==> config.mk <==
export PLATFORM = sky130hd
export DESIGN_NAME = dct_top
export DESIGN_NICKNAME = d
export VERILOG_FILES = /design/src/inc/dct_pkg.sv /design/src/inc/dct_ch_if.sv /design/src/verilog/dct_pin.sv /design/src/verilog/dct_prescale.sv /design/src/verilog/dct_top.sv
export SDC_FILE = /design/constraint.sdc
export NUM_CORES = 1
export LEC_CHECK = 0
export BUFFER_PORTS_ARGS = -buffer_cell sky130_fd_sc_hd__buf_4
export CAP_MARGIN = 10
export CORE_MARGIN = 1
export CORE_UTILIZATION = 54
export CTS_BUF_LIST = sky130_fd_sc_hd__clkbuf_4
export DETAILED_ROUTE_END_ITERATION = 12
export HOLD_SLACK_MARGIN = 0.15
export PLACE_DENSITY = 0.8
export SLEW_MARGIN = 20
export SYNTH_ARGS = -nofsm -noshare
export SYNTH_HDL_FRONTEND = slang
export SYNTH_SLANG_ARGS = --single-unit
==> constraint.sdc <==
create_clock -name clock_i -period 3.1 [get_ports clock_i]
set_input_delay 0.465 -clock clock_i [delete_from_list [all_inputs] [get_ports clock_i]]
set_output_delay 0.465 -clock clock_i [all_outputs]
set_load 0.05 [all_outputs]
==> src/inc/dct_pkg.sv <==
// Constants and types shared by the dual counter/timer block
package dct_pkg;
   // Register offsets on the byte port
   localparam logic [7:0] OFF_CTRL = 8'h88;
   localparam logic [7:0] OFF_MODE = 8'h89;
   localparam logic [7:0] OFF_CL0 = 8'h8a;
   localparam logic [7:0] OFF_CL1 = 8'h8b;
   localparam logic [7:0] OFF_CH0 = 8'h8c;
   localparam logic [7:0] OFF_CH1 = 8'h8d;
   localparam logic [7:0] OFF_CLKSEL = 8'h8e;
   localparam logic [7:0] OFF_XCFG = 8'h8f;
   // Run, flag and type control bits
   localparam int CTRL_OVF1 = 7;
   localparam int CTRL_RUN1 = 6;
   localparam int CTRL_OVF0 = 5;
   localparam int CTRL_RUN0 = 4;
   localparam int CTRL_XF1 = 3;
   localparam int CTRL_XT1 = 2;
   localparam int CTRL_XF0 = 1;
   localparam int CTRL_XT0 = 0;
   // Mode register bits
   localparam int MODE_GATE_BIT1 = 7;
   localparam int MODE_CSRC1 = 6;
   localparam int MODE_M1_LSB = 4;
   localparam int MODE_GATE_BIT0 = 3;
   localparam int MODE_CSRC0 = 2;
   localparam int MODE_M0_LSB = 0;
   // Clock select and gate polarity bits
   localparam int CLK_PRE_LSB = 0;
   localparam int CLK_SYS0 = 3;
   localparam int CLK_SYS1 = 4;
   localparam int XCFG_POL0 = 3;
   localparam int XCFG_POL1 = 7;
   // Values after reset
   localparam logic [7:0] RST_CTRL = 8'h00;
   localparam logic [7:0] RST_MODE = 8'h00;
   localparam logic [7:0] RST_COUNT = 8'h00;
   localparam logic [7:0] RST_CLKSEL = 8'h00;
   localparam logic [7:0] RST_XCFG = 8'h00;
   // Prescaler divide ratios in system clocks
   localparam logic [5:0] PRE_DIV0 = 6'h0c;
   localparam logic [5:0] PRE_DIV1 = 6'h04;
   localparam logic [5:0] PRE_DIV2 = 6'h30;
   localparam logic [5:0] PRE_DIV3 = 6'h08;

   typedef enum logic [1:0] {
      DCT_M13,
      DCT_M16,
      DCT_M8R,
      DCT_MSPLIT
   } dct_mode_t;
endpackage : dct_pkg

==> src/inc/dct_ch_if.sv <==
// Per-timer pin conditions passed from pin logic to the core
`timescale 1ns/1ps
interface dct_ch_if;
   logic ev_fall;
   logic gate_act;
   logic act_edge;
   modport src (output ev_fall, output gate_act, output act_edge);
   modport dst (input ev_fall, input gate_act, input act_edge);
endinterface : dct_ch_if

==> src/verilog/dct_pin.sv <==
// Event pin edge and gate input conditioning for one timer
`timescale 1ns/1ps
module dct_pin (
   input wire logic clock_i,
   input wire logic rstn_i,
   input wire logic ce_i,
   input wire logic event_pin_i,
   input wire logic gate_input_i,
   input wire logic gate_polarity_i,
   dct_ch_if.src ch
);
   typedef struct packed {
      logic pin_q;
      logic act_q;
   } dct_pin_st_t;

   dct_pin_st_t q;
   dct_pin_st_t next_q;
   logic act;

   // Active level set by polarity: 1 means active high
   assign act = ~(gate_input_i ^ gate_polarity_i);

   always_comb begin
      next_q = q;
      next_q.pin_q = event_pin_i;
      next_q.act_q = act;
   end

   always_ff @(posedge clock_i) begin
      if (!rstn_i) begin
         q <= '0;
      end else if (ce_i) begin
         q <= next_q;
      end
   end

   // High-to-low transition on the event pin
   assign ch.ev_fall = ce_i & q.pin_q & ~event_pin_i;
   assign ch.gate_act = act;
   assign ch.act_edge = ce_i & act & ~q.act_q;
endmodule : dct_pin

==> src/verilog/dct_prescale.sv <==
// Prescaled clock tick generator
`timescale 1ns/1ps
module dct_prescale (
   input wire logic clock_i,
   input wire logic rstn_i,
   input wire logic ce_i,
   input wire logic [1:0] prescale_i,
   output logic tick_o
);
   typedef struct packed {
      logic [5:0] cnt;
      logic tick;
   } dct_pre_st_t;

   dct_pre_st_t q;
   dct_pre_st_t next_q;
   logic [5:0] div;

   always_comb begin
      unique case (prescale_i)
         2'h0: div = dct_pkg::PRE_DIV0;
         2'h1: div = dct_pkg::PRE_DIV1;
         2'h2: div = dct_pkg::PRE_DIV2;
         2'h3: div = dct_pkg::PRE_DIV3;
      endcase
      next_q = q;
      next_q.tick = 1'b0;
      if (q.cnt >= div - 6'h01) begin
         next_q.cnt = 6'h00;
         next_q.tick = 1'b1;
      end else begin
         next_q.cnt = q.cnt + 6'h01;
      end
   end

   always_ff @(posedge clock_i) begin
      if (!rstn_i) begin
         q <= '0;
      end else if (ce_i) begin
         q <= next_q;
      end
   end

   assign tick_o = q.tick;
endmodule : dct_prescale

==> src/verilog/dct_top.sv <==
// Dual counter/timer with four modes and byte register port
// Function
// (RQ1) Count-source 1: count event pin falling edges
// (RQ2) Count-source 0: system or prescaled clock
// (RQ3) Count when run and (no gate or gate)
// (RQ4) Gate active level set by per-input polarity
// (RQ5) Setting run keeps the current count
// (RQ6) Timer 1 mirrors timer 0 with own controls
// (RQ7) 13-bit mode: high byte plus low five
// (RQ8) 16-bit mode uses both count bytes
// (RQ9) 8-bit mode reloads low from high byte
// (RQ10) Software preloads low byte before auto-reload
// (RQ11) Flag and enable raise timer interrupt request
// (RQ12) Split: low byte uses timer 0 controls
// (RQ13) Split: high byte on run1, sets flag1
// (RQ14) Split: timer 1 internal only, no flag
// (RQ15) Split: timer 1 runs unless mode three
// (RQ16) Mode field picks 13/16/reload/split-or-off
// (RQ17) Flag set by overflow, cleared by software/vector
// (RQ18) Type bit picks edge or level external flag
//
// The implementer's own choice: the plain strobed port.
`timescale 1ns/1ps
module dct_top (
   input wire logic clock_i,
   input wire logic rstn_i,
   input wire logic ce_i,
   input wire logic [7:0] addr_i,
   input wire logic [7:0] wdata_i,
   input wire logic wr_i,
   input wire logic rd_i,
   output logic [7:0] rdata_o,
   input wire logic [1:0] event_pin_i,
   input wire logic [1:0] gate_input_i,
   input wire logic [1:0] timer_irq_en_i,
   input wire logic [1:0] timer_isr_ack_i,
   input wire logic [1:0] ext_isr_ack_i,
   output logic [1:0] timer_irq_o,
   output logic [1:0] ext_irq_flag_o,
   output logic t1_overflow_o
);
   typedef struct packed {
      logic [7:0] ctrl;
      logic [7:0] mode;
      logic [7:0] cl0;
      logic [7:0] ch0;
      logic [7:0] cl1;
      logic [7:0] ch1;
      logic [7:0] clksel;
      logic [7:0] xcfg;
      logic [7:0] rdata;
      logic t1_ovf;
   } dct_st_t;

   dct_st_t q;
   dct_st_t next_q;
   logic pre_tick;
   logic [1:0] pol;
   dct_ch_if chx[2] ();

   assign pol = {q.xcfg[dct_pkg::XCFG_POL1], q.xcfg[dct_pkg::XCFG_POL0]};

   // (RQ4) per-input polarity
   genvar g;
   generate
      for (g = 0; g < 2; g++) begin : g_pin
         dct_pin u_pin (
            .clock_i(clock_i),
            .rstn_i(rstn_i),
            .ce_i(ce_i),
            .event_pin_i(event_pin_i[g]),
            .gate_input_i(gate_input_i[g]),
            .gate_polarity_i(pol[g]),
            .ch(chx[g].src)
         );
      end
   endgenerate

   dct_prescale u_pre (
      .clock_i(clock_i),
      .rstn_i(rstn_i),
      .ce_i(ce_i),
      .prescale_i(q.clksel[dct_pkg::CLK_PRE_LSB +: 2]),
      .tick_o(pre_tick)
   );

   // One increment step: {overflow, high, low}
   function automatic logic [16:0] dct_step(
      input dct_pkg::dct_mode_t m,
      input logic [7:0] lo,
      input logic [7:0] hi
   );
      logic [5:0] l5;
      logic [8:0] s;
      logic [16:0] r;
      l5 = 6'h00;
      s = 9'h000;
      r = {1'b0, hi, lo};
      unique case (m)
         // (RQ7) five low bits carry into high byte
         dct_pkg::DCT_M13: begin
            l5 = {1'b0, lo[4:0]} + 6'h01;
            s = {1'b0, hi} + {8'h00, l5[5]};
            r = {s[8], s[7:0], lo[7:5], l5[4:0]};
         end
         // (RQ8) full sixteen bits
         dct_pkg::DCT_M16: begin
            r = {1'b0, hi, lo} + 17'h00001;
         end
         // (RQ9) reload low from unchanged high
         dct_pkg::DCT_M8R: begin
            s = {1'b0, lo} + 9'h001;
            r = {s[8], hi, s[8] ? hi : s[7:0]};
         end
         // (RQ12) split low byte counts alone
         dct_pkg::DCT_MSPLIT: begin
            s = {1'b0, lo} + 9'h001;
            r = {s[8], hi, s[7:0]};
         end
      endcase
      return r;
   endfunction : dct_step

   dct_pkg::dct_mode_t mode0;
   dct_pkg::dct_mode_t mode1;
   logic split;
   logic tick0;
   logic tick1;
   logic en0;
   logic en1;
   logic inc0;
   logic inc1;
   logic [16:0] r0;
   logic [16:0] r1;
   logic [8:0] sh;
   logic th_inc;
   logic ovf0_set;
   logic ovf1_raw;
   logic ovf1_set;
   logic wr_ctrl;
   logic [7:0] base;

   always_comb begin
      next_q = q;
      next_q.rdata = 8'h00;
      next_q.t1_ovf = 1'b0;
      mode0 = dct_pkg::dct_mode_t'(q.mode[dct_pkg::MODE_M0_LSB +: 2]);
      mode1 = dct_pkg::dct_mode_t'(q.mode[dct_pkg::MODE_M1_LSB +: 2]);
      split = (mode0 == dct_pkg::DCT_MSPLIT);

      // (RQ1) event pin falling edges
      // (RQ2) system clock or prescaled tick
      tick0 = q.mode[dct_pkg::MODE_CSRC0] ? chx[0].ev_fall
            : (q.clksel[dct_pkg::CLK_SYS0] | pre_tick);
      // (RQ14) no external edges while split
      tick1 = (q.mode[dct_pkg::MODE_CSRC1] & ~split) ? chx[1].ev_fall
            : (q.clksel[dct_pkg::CLK_SYS1] | pre_tick);

      // (RQ3) run and gate qualify counting
      en0 = q.ctrl[dct_pkg::CTRL_RUN0]
         & (~q.mode[dct_pkg::MODE_GATE_BIT0] | chx[0].gate_act);
      // (RQ15) split: mode field runs timer 1
      if (split) begin
         en1 = (mode1 != dct_pkg::DCT_MSPLIT);
      end else begin
         // (RQ6) same qualifiers, own bits
         en1 = q.ctrl[dct_pkg::CTRL_RUN1]
            & (~q.mode[dct_pkg::MODE_GATE_BIT1] | chx[1].gate_act)
            & (mode1 != dct_pkg::DCT_MSPLIT);
      end
      inc0 = en0 & tick0;
      inc1 = en1 & tick1;

      // (RQ16) mode field selects behaviour
      r0 = dct_step(mode0, q.cl0, q.ch0);
      r1 = dct_step(mode1, q.cl1, q.ch1);

      // (RQ5) counting continues from held value
      ovf0_set = inc0 & r0[16];
      if (inc0) begin
         next_q.cl0 = r0[7:0];
         if (!split) begin
            next_q.ch0 = r0[15:8];
         end
      end

      // (RQ13) high byte on run1, internal clock
      th_inc = split & q.ctrl[dct_pkg::CTRL_RUN1]
            & (q.clksel[dct_pkg::CLK_SYS1] | pre_tick);
      sh = {1'b0, q.ch0} + 9'h001;
      if (th_inc) begin
         next_q.ch0 = sh[7:0];
      end

      ovf1_raw = inc1 & r1[16];
      if (inc1) begin
         next_q.cl1 = r1[7:0];
         next_q.ch1 = r1[15:8];
      end
      // (RQ14) pulse still reaches consumers
      next_q.t1_ovf = ovf1_raw;
      // (RQ13) high byte overflow drives flag 1
      ovf1_set = split ? (th_inc & sh[8]) : ovf1_raw;

      // Register writes win over counting
      wr_ctrl = wr_i & (addr_i == dct_pkg::OFF_CTRL);
      base = wr_ctrl ? wdata_i : q.ctrl;
      next_q.ctrl = base;
      if (wr_i) begin
         unique case (addr_i)
            dct_pkg::OFF_MODE: next_q.mode = wdata_i;
            dct_pkg::OFF_CL0: next_q.cl0 = wdata_i;
            dct_pkg::OFF_CH0: next_q.ch0 = wdata_i;
            dct_pkg::OFF_CL1: next_q.cl1 = wdata_i;
            dct_pkg::OFF_CH1: next_q.ch1 = wdata_i;
            dct_pkg::OFF_CLKSEL: next_q.clksel = wdata_i;
            dct_pkg::OFF_XCFG: next_q.xcfg = wdata_i;
            default: ;
         endcase
      end

      // (RQ17) set wins over clear
      next_q.ctrl[dct_pkg::CTRL_OVF0] = ovf0_set
         | (base[dct_pkg::CTRL_OVF0] & ~timer_isr_ack_i[0]);
      next_q.ctrl[dct_pkg::CTRL_OVF1] = ovf1_set
         | (base[dct_pkg::CTRL_OVF1] & ~timer_isr_ack_i[1]);

      // (RQ18) edge sets sticky flag, level follows
      if (q.ctrl[dct_pkg::CTRL_XT0]) begin
         next_q.ctrl[dct_pkg::CTRL_XF0] = chx[0].act_edge
            | (base[dct_pkg::CTRL_XF0] & ~ext_isr_ack_i[0]);
      end else begin
         next_q.ctrl[dct_pkg::CTRL_XF0] = chx[0].gate_act;
      end
      if (q.ctrl[dct_pkg::CTRL_XT1]) begin
         next_q.ctrl[dct_pkg::CTRL_XF1] = chx[1].act_edge
            | (base[dct_pkg::CTRL_XF1] & ~ext_isr_ack_i[1]);
      end else begin
         next_q.ctrl[dct_pkg::CTRL_XF1] = chx[1].gate_act;
      end

      // Read data stands one cycle only
      if (rd_i) begin
         unique case (addr_i)
            dct_pkg::OFF_CTRL: next_q.rdata = q.ctrl;
            dct_pkg::OFF_MODE: next_q.rdata = q.mode;
            dct_pkg::OFF_CL0: next_q.rdata = q.cl0;
            dct_pkg::OFF_CH0: next_q.rdata = q.ch0;
            dct_pkg::OFF_CL1: next_q.rdata = q.cl1;
            dct_pkg::OFF_CH1: next_q.rdata = q.ch1;
            dct_pkg::OFF_CLKSEL: next_q.rdata = q.clksel;
            dct_pkg::OFF_XCFG: next_q.rdata = q.xcfg;
            default: next_q.rdata = 8'h00;
         endcase
      end
   end

   always_ff @(posedge clock_i) begin
      if (!rstn_i) begin
         q.ctrl <= dct_pkg::RST_CTRL;
         q.mode <= dct_pkg::RST_MODE;
         q.cl0 <= dct_pkg::RST_COUNT;
         q.ch0 <= dct_pkg::RST_COUNT;
         q.cl1 <= dct_pkg::RST_COUNT;
         q.ch1 <= dct_pkg::RST_COUNT;
         q.clksel <= dct_pkg::RST_CLKSEL;
         q.xcfg <= dct_pkg::RST_XCFG;
         q.rdata <= 8'h00;
         q.t1_ovf <= 1'b0;
      end else if (ce_i) begin
         q <= next_q;
      end
   end

   // (RQ11) flag gated by interrupt enable
   assign timer_irq_o[0] = q.ctrl[dct_pkg::CTRL_OVF0] & timer_irq_en_i[0];
   assign timer_irq_o[1] = q.ctrl[dct_pkg::CTRL_OVF1] & timer_irq_en_i[1];
   assign ext_irq_flag_o = {q.ctrl[dct_pkg::CTRL_XF1],
                            q.ctrl[dct_pkg::CTRL_XF0]};
   assign rdata_o = q.rdata;
   assign t1_overflow_o = q.t1_ovf;
endmodule : dct_top
==> results of run 1 <==
==> worst max-delay path, delay by kind of cell (launching register included) <==
kind | cells | cell delay (ns)
compound gates | 2 | 0.58
buf+inv | 1 | 0.21
fa+ha+maj | 2 | 0.41
simple gates | 4 | 0.70
flops | 1 | 0.60
==> power breakdown <==
group	internal [mW]	leakage, nW	switching (mW)
sequential	1.10	0.680	0.0265
clock	0.264	0.0776	0.425
combinational	0.0851	1.42	0.151
==> path summary, 6_finish.rpt <==
check / to / cells past startpoint
setup reg to reg: q[72] / 9
hold reg to reg: q[19] / 2
setup / recovery: q[72] / 9
hold / removal: g_pin[1].u_pin.q[1] / 3
==> per-stage QoR <==
stage	hold slack, ns	cell area [um^2]	power (mW)
6_report	0.274	6030	2.05
5_1_grt	0.274	6030	2.13
4_1_cts	0.273	6030	2.04
3_5_place_dp	0.444	5890	1.37
3_3_place_gp	0.435	5890	1.37
2_1_floorplan	0.426	5590	1.28
==> cells by family after synthesis <==
group | Yosys count | synth area share [%]
buffers and inverters | 76 | 6.07
AO/OA/AOI/OAI | 201 | 24.8
XOR/XNOR | 10 | 1.57
multiplexers | 51 | 11.1
flip-flops | 84 | 30.1
AND/OR/NAND/NOR | 270 | 24.1
other | 1 | 0.0671
adder cells (fa/ha/maj) | 10 | 2.24
==> layer usage <==
| metal | GRT usage (%) | vias up | share of wire, % |
|---|---|---|---|
| met4 | 13.8 | 0 | 3.1 |
| met3 | 8.81 | 57 | 13 |
| met1 | 44.7 | 2714 | 40 |
| li1 | - | 2613 | - |
| met5 | 0 | - | 0 |
| met2 | 49.4 | 399 | 44 |
==> area by class of cell <==
| type | instances | share of cell area, % |
|---|---|---|
| clock buffers | 10 | 1.24 |
| clock inverters | 6 | 1.20 |
| inverters | 14 | 0.871 |
| multi-input cells | 543 | 59.1 |
| flip-flops and latches | 84 | 27.9 |
| well taps | 133 | 2.76 |
| repair buffers | 56 | 6.97 |
==> cell usage in the layout, fill, tap and decap left out, types with 6 or more instances in the layout <==
master,netlist,final
mux4_2,8,8
a211oi_1,6,6
nand3_1,31,31
a31oi_1,15,15
clkbuf_4,0,10
o211ai_1,7,7
mux2i_1,39,39
inv_1,14,14
and3_1,15,15
a21oi_1,56,56
ha_1,10,10
nand4_1,11,11
nor2b_1,7,7
o221ai_1,6,6
xor2_1,7,7
nand2b_1,7,7
nor2_1,59,59
nor3_1,7,7
nand2_1,96,96
o21ai_0,33,33
buf_4,11,56
o22ai_1,7,7
dfxtp_1,84,84
==> registers in the layout (all words and copies together), names as in the netlist <==
name	flops
u_pre.tick_o	1
q	56
g_pin.u_pin.q	4
ext_irq_flag_o	2
mode1	2
pol	2
u_pre.q	6
t1_overflow_o	1
rdata_o	8
mode0	2
==> impl_metrics.json, run 1 <==
{
  "critPathArrivalTime_ns": 2.94,
  "h-tree-depth": 3,
  "p_per_area_nw_per_um2": 340,
  "synth_area_um2": 5590,
  "synthCells": 703,
  "clock_sinks": 84,
  "tightest_slew_ns": 0.701,
  "maxSlewHeadroom_pct": 53.1,
  "worstSetupPathType": "flop to flop",
  "cts_buffers": 9,
  "layout_min_cycle_time_ns": 2.55,
  "rsz0062_at_grt": "no",
  "slew_viol_final": 0,
  "track_usage_pct": 33.0,
  "coreArea_um2": 9910,
  "clk-insertion-delay-late_ns": 0.44,
  "synth_nets": 744,
  "num_rows": 36,
  "hold_class": "input pin to flop",
  "nNetsFinal": 749,
  "fp.dieArea_um2": 10800,
  "path_cells": "nand3_1, nor2_1, ha_1, ha_1, nand3_1, and2_1, a2111oi_0, buf_4, o221a_1",
  "max_stage_delay_ns": 0.60,
  "cts_tree": "done",
  "area_growth_pct": 8.02,
  "reg2reg_from": "q[35]",
  "dp_cells": 830,
  "grt-ovfl-total": 0,
  "maxCapViolCount": 0,
  "cp-startpoint": "q[35]",
  "synth_most_common_cell": "nand2_1",
  "die_x_um": 104,
  "crit_fanout": 9,
  "async_flop_share_pct": 0,
  "place_ws_ns": 0.486,
  "fillers": 930,
  "setup_viol": 0,
  "num_io_pins": 44,
  "synth_top_area_share_pct": 30.1,
  "cp.required_ns": 3.49,
  "portBuffers": 43,
  "cts.clk_slew.worst_paths_ns": 0.15,
  "skew_ns": 0.0144,
  "ant_nets": 0,
  "viasPerCell": 6.84,
  "fmax_mhz": 392,
  "yosys_warnings": 0,
  "register_area_um2": 1680,
  "ctsResizeCount": 0,
  "antenna_found_initial": 0,
  "die_h_um": 104,
  "reg2reg_slack_ns": 0.55,
  "critPathSlowestCell": "dfxtp_1",
  "fin_tns_setup_ns": 0,
  "final_core_util_pct": 60.9,
  "holdBufCountCts": 0,
  "post-cts-setup-buffers": 0,
  "yosysSeqAreaShare_pct": 30.1,
  "grt_pass1_vias": 5334,
  "synth_edf_count": 0,
  "drt-total-wl_mm": 17.7,
  "cts_buffer_depth": 2,
  "power_leakage_nw": 2.17,
  "drc": 0,
  "start_kind": "flop",
  "setup_ws_ns": 0.550,
  "synthTopCellsByArea": "dfxtp_1 30%, mux2i_1 7.0%, nand2_1 6.5%",
  "grt_pass1_wl_mm": 28.1,
  "yosys_register_bits": 84,
  "dr.pass1.iters": 6,
  "max-vdd-ir-drop_mv": 0.200,
  "outcome": "completed",
  "place.gp.congestion": 0.979,
  "syn_area_per_cell_um2": 7.95,
  "root_buffer": "clkbuf_4",
  "multi_input_area_um2": 3560,
  "detail_route.wl_per_cell_um": 20.9,
  "stdcell_count": 846,
  "synthFlopType": "dfxtp_1",
  "vias": 5783,
  "n_antenna_cell": 0,
  "drive_above_1_share_pct": 13.9,
  "drt_iter0_drc": 645,
  "min_period_over_period_pct": 82.3,
  "min_from": "event_pin_i[1]",
  "yosysUniqueCellTypes": 83,
  "initial_utilization_pct": 56.4,
  "synth_common_cells": "96 x nand2_1, 84 x dfxtp_1, 59 x nor2_1, 56 x a21oi_1, 39 x mux2i_1",
  "finalHoldViolCount": 0,
  "grt_max_degree": 49,
  "endpoint_kind": "flop",
  "hpwl_mm": 12.5,
  "synth_top_cell_by_area": "dfxtp_1"
}
(Power assumes the default switching activity.)
==> run 2, diff against run 1 <==
==> constraint.sdc (replaced) <==
create_clock -name clock_i -period 2.55 [get_ports clock_i]
set_input_delay 0.3825 -clock clock_i [delete_from_list [all_inputs] [get_ports clock_i]]
set_output_delay 0.3825 -clock clock_i [all_outputs]
set_load 0.05 [all_outputs]
==> impl_metrics.json, run 2 (synthesized netlist as in run 1, its figures left out) <==
{
  "outcome": "completed",
  "critPathSlowestCell": "or4b_1",
  "worstHoldEndpoint": "g_pin[0].u_pin.q[1]",
  "drive_above_1_share_pct": 16.1,
  "cp.required_ns": 2.94,
  "hold_ws_ns": 0.154,
  "fp.dieArea_um2": 10800,
  "h-tree-depth": 3,
  "die_h_um": 104,
  "reg2reg_slack_ns": 0.1,
  "clock_sinks": 84,
  "place.gp.congestion": 0.975,
  "slew_viol_final": 0,
  "hpwl_mm": 13.2,
  "finalHoldViolCount": 0,
  "max_flop_register": "q",
  "worstSetupPathType": "flop to flop",
  "detail_route.wl_per_cell_um": 21.4,
  "drc": 0,
  "area_growth_pct": 9.65,
  "r2r_end": "q[27]",
  "cp-startpoint": "q[36]",
  "endpoint_kind": "flop",
  "crit_fanout": 7,
  "grt_max_degree": 49,
  "die_x_um": 104,
  "power_leakage_nw": 2.23,
  "stdcell_count": 860,
  "dp_cells": 844,
  "cts_tree": "done",
  "worstHoldPathCells": 3,
  "drt_iter0_drc": 681,
  "max_stage_delay_ns": 0.52,
  "tightest_slew_ns": 0.727,
  "start_kind": "flop",
  "holdBufCountCts": 0,
  "cts.clk_slew.worst_paths_ns": 0.16,
  "vias": 5876,
  "critPathBufInv": 0,
  "hold_class": "input pin to flop",
  "fmax_mhz": 408,
  "maxCapViolCount": 0,
  "path_cells": "nand3_1, nor2_1, ha_1, ha_1, and2_1, o2111ai_1, or4b_1, a31oi_1",
  "root_buffer": "clkbuf_4",
  "min_from": "event_pin_i[0]",
  "nNetsFinal": 763,
  "track_usage_pct": 34.7,
  "num_rows": 36,
  "portBuffers": 43,
  "crit_top_cell": "ha_1",
  "dr.pass1.iters": 5,
  "grt_pass1_vias": 5370,
  "initial_utilization_pct": 56.4,
  "largest_reg_flops": 56,
  "grt-ovfl-total": 0,
  "layout_min_cycle_time_ns": 2.45,
  "critPathArrivalTime_ns": 2.85,
  "setup_viol": 0,
  "place_ws_ns": -0.144,
  "max-vdd-ir-drop_mv": 0.301,
  "power.total_mw": 2.41,
  "skew_ns": 0.0179,
  "crit_family": "simple AND/OR/NAND/NOR gates",
  "drt-total-wl_mm": 18.4,
  "rr_worst_depth": 8,
  "coreArea_um2": 9910,
  "maxSlewHeadroom_pct": 51.4,
  "n_antenna_cell": 0,
  "num_io_pins": 44,
  "rsz0062_at_grt": "no",
  "ant_nets": 0,
  "antenna_found_initial": 0,
  "reg2reg_from": "q[36]",
  "cts_buffer_depth": 2,
  "cts_buffers": 9,
  "min_period_over_period_pct": 96.1,
  "viasPerCell": 6.83,
  "grt_pass1_wl_mm": 29.1,
  "p_per_area_nw_per_um2": 393,
  "clk-insertion-delay-late_ns": 0.48,
  "layout_commonest_cell": "nand2_1",
  "setup_ws_ns": 0.0992,
  "layout_common_cells": "96 x nand2_1, 81 x dfxtp_1, 70 x buf_4, 59 x nor2_1, 56 x a21oi_1"
}
==> run 2: cell count changes in the layout (fill, tap and decap cells not counted), sizes merged <==
cell,change
bufinv,-1
clkinvlp,+2
buf,+14
inv,-1
==> run 2: cell type report <==
cell class              instances  area, um^2
fillers                       874        3780
multi-input cells             543        3570
flip-flops and latches         84        1690
repair buffers                 70         526
well taps                     133         166
clock buffers                  10        75.1
inverters                      14        52.6
clock inverters                 6        48.8
==> run 2: per-stage QoR <==
step                      util (%)  cell area, um^2  TNS (ns)
final                         61.8             6120         0
after detailed placement      60.5             5990    -0.144
after CTS                     61.8             6120         0
after global placement        60.5             5990   -0.0386
after floorplan                  -             5590         0
after global routing          61.8             6120         0
==> run 2: worst max path at each step <==
stage,end,depth (start not counted)
after CTS,q[47],7
after floorplan,q[47],7
after global placement,q[72],8
after detailed placement,q[72],8
after global routing,q[27],8
final,q[27],8
==> run 2: worst reg2reg max path, stage by stage, from the launching register on <==
cell and delay [ns]:
dfxtp_1 0.50, nand3_1 0.16, nor2_1 0.26, ha_1 0.24, ha_1 0.17, and2_1 0.13, o2111ai_1 0.20, or4b_1 0.52
a31oi_1 0.19
==> run 2: power by group <==
| part | leakage (nW) | switching [mW] | total [mW] | internal (mW) |
|---|---|---|---|---|
| Clock | 0.0592 | 0.529 | 0.746 | 0.217 |
| Sequential | 0.681 | 0.0287 | 1.36 | 1.33 |
| Combinational | 1.49 | 0.191 | 0.300 | 0.109 |
| Total | 2.23 | 0.749 | 2.41 | 1.66 |
==> run 2: repair_timing <==
action                     CTS  global route
pin swaps                    0             0
setup endpoints to repair    1             2
buffers inserted             0             0
resized for setup            2             3
==> run 2: layer usage <==
| metal | part of all wire (%) | vias up | GRT usage (%) |
|---|---|---|---|
| met2 | 44 | 398 | 51.7 |
| met5 | 0 | - | 0 |
| met3 | 11 | 58 | 7.17 |
| met4 | 3.1 | 0 | 13.6 |
| met1 | 42 | 2783 | 48.9 |
| li1 | - | 2637 | - |
==> run 3, diff against run 2 <==
--- a/config.mk
+++ b/config.mk
@@ -13,6 +13,7 @@
 export DETAILED_ROUTE_END_ITERATION = 12
 export HOLD_SLACK_MARGIN = 0.15
 export PLACE_DENSITY = 0.8
+export REMOVE_ABC_BUFFERS = 1
 export SLEW_MARGIN = 20
 export SYNTH_ARGS = -nofsm -noshare
 export SYNTH_HDL_FRONTEND = slang
==> impl_metrics.json, run 3 (synthesized netlist as in run 1, its figures left out) <==
{
  "outcome": "completed",
  "num_rows": 36,
  "cts_buffer_depth": 2,
  "tightest_slew_ns": 0.832,
  "viasPerCell": 6.78,
  "num_io_pins": 44,
  "comb_power_share_pct": 12.5,
  "die_h_um": 104,
  "cp.required_ns": 2.92,
  "initial_utilization_pct": 56.4,
  "area_growth_pct": 9.99,
  "grt_pass1_wl_mm": 29.0,
  "p_per_area_nw_per_um2": 395,
  "setup_viol": 0,
  "drive_above_1_share_pct": 16.2,
  "layout_commonest_cell": "nand2_1",
  "worstSetupPathType": "flop to flop",
  "clk-insertion-delay-late_ns": 0.45,
  "cts_buffers": 9,
  "h-tree-depth": 3,
  "grt_pass1_vias": 5362,
  "reg2reg_from": "q[50]",
  "drc": 0,
  "p_seq_share_pct": 56.0,
  "place.gp.congestion": 1.03,
  "grt_max_degree": 53,
  "hpwl_mm": 13.1,
  "layout_min_cycle_time_ns": 2.42,
  "hold_class": "input pin to flop",
  "cts_tree": "done",
  "nNetsFinal": 766,
  "max_flop_register": "q",
  "place_ws_ns": 0.186,
  "drt_iter0_drc": 848,
  "power.total_mw": 2.43,
  "final_core_util_pct": 62.0,
  "switchingPower_uw": 767,
  "slew_viol_final": 0,
  "reg2reg_slack_ns": 0.13,
  "start_kind": "flop",
  "crit_fanout": 7,
  "endpoint_kind": "flop",
  "layout_common_cells": "96 x nand2_1, 82 x dfxtp_1, 73 x buf_4, 58 x nor2_1, 56 x a21oi_1",
  "hold_ws_ns": 0.172,
  "dr.pass1.iters": 7,
  "drt-total-wl_mm": 18.2,
  "root_buffer": "clkbuf_4",
  "cp-startpoint": "q[50]",
  "power_leakage_nw": 2.25,
  "maxCapViolCount": 0,
  "switching_share_pct": 31.6,
  "max-vdd-ir-drop_mv": 0.230,
  "critPathArrivalTime_ns": 2.79,
  "finalHoldViolCount": 0,
  "rr_worst_depth": 7,
  "portBuffers": 43,
  "detail_route.wl_per_cell_um": 21.1,
  "clock_sinks": 84,
  "grt-ovfl-total": 0,
  "setup_ws_ns": 0.128,
  "coreArea_um2": 9910,
  "n_antenna_cell": 0,
  "largest_reg_flops": 56,
  "track_usage_pct": 34.3,
  "r2r_end": "q[47]",
  "skew_ns": 0.0244,
  "fmax_mhz": 413,
  "rsz0062_at_grt": "no",
  "clockPowerShare_pct": 31.4,
  "min_period_over_period_pct": 95.0,
  "fin_tns_setup_ns": 0,
  "crit_path_end": "q[47]",
  "internal-power_mw": 1.66,
  "fp.dieArea_um2": 10800,
  "antenna_found_initial": 0,
  "cts.clk_slew.worst_paths_ns": 0.16,
  "ant_nets": 0,
  "vias": 5853,
  "maxSlewHeadroom_pct": 44.3,
  "die_x_um": 104
}
## run 3: cell types whose count changed in the layout (fill, tap and decap cells not counted), sizes merged
cell / previous run / this run
buf: 70 / 73
clkbuf: 10 / 9
clkinvlp: 3 / 1
inv: 15 / 18
## run 3: per-layer routing
metal  vias to the layer above  track usage, %  share of wire [%]  wire length (um)
li1                       2649               -                  -                 -
met1                      2757            47.7                 42              7560
met2                       383            50.3                 42              7730
met3                        64            8.43                 12              2170
met4                         0            14.7                4.1               743
met5                         -               0                  0                 0
## run 3: layout make-up
type	instances	area, um^2
clock buffer	9	67.6
clock inverter	7	57.6
fill	904	3770
inverter	14	52.6
multi-input combinational	543	3570
sequential	84	1680
tap	133	166
timing repair buffer	73	548
## run 3: how the worst min path moves through the flow
| stage | depth (start not counted) | startpoint | endpoint |
|---|---|---|---|
| floorplan | 2 | q[19] | q[19] |
| global route | 3 | event_pin_i[1] | g_pin[1].u_pin.q[1] |
| finish | 3 | event_pin_i[1] | g_pin[1].u_pin.q[1] |
| global placement | 2 | q[24] | q[24] |
| detailed placement | 2 | q[19] | q[19] |
| CTS | 3 | event_pin_i[0] | g_pin[0].u_pin.q[1] |
## run 3: critical path, stage by stage (launching register included)
cell       delay (ns)
dfxtp_1          0.49
ha_1             0.26
and4_1           0.28
nand2_1          0.17
a2111oi_2        0.43
o221ai_1         0.21
and3_1           0.22
o31a_1           0.28
## run 3: power by group through the flow
stage	Combinational (mW)	Clock (mW)	Sequential, mW
final	0.304	0.764	1.36
after detailed placement	0.295	0	1.39
after global placement	0.288	0	1.39
after CTS	0.296	0.765	1.36
after global routing	0.322	0.826	1.36
after floorplan	0.120	0	1.39
## run 3: metrics by stage
step | std cells | instance area [um^2]
after floorplan | 641 | 5300
final | 863 | 6140
after CTS | 863 | 6140
after global placement | 847 | 6010
after global routing | 863 | 6140
after detailed placement | 847 | 6010
## run 3: repair_timing
item,CTS,global route
gates resized for setup,0,3
buffers inserted,0,0
endpoints found under the setup margin,0,2
hold buffers,0,0
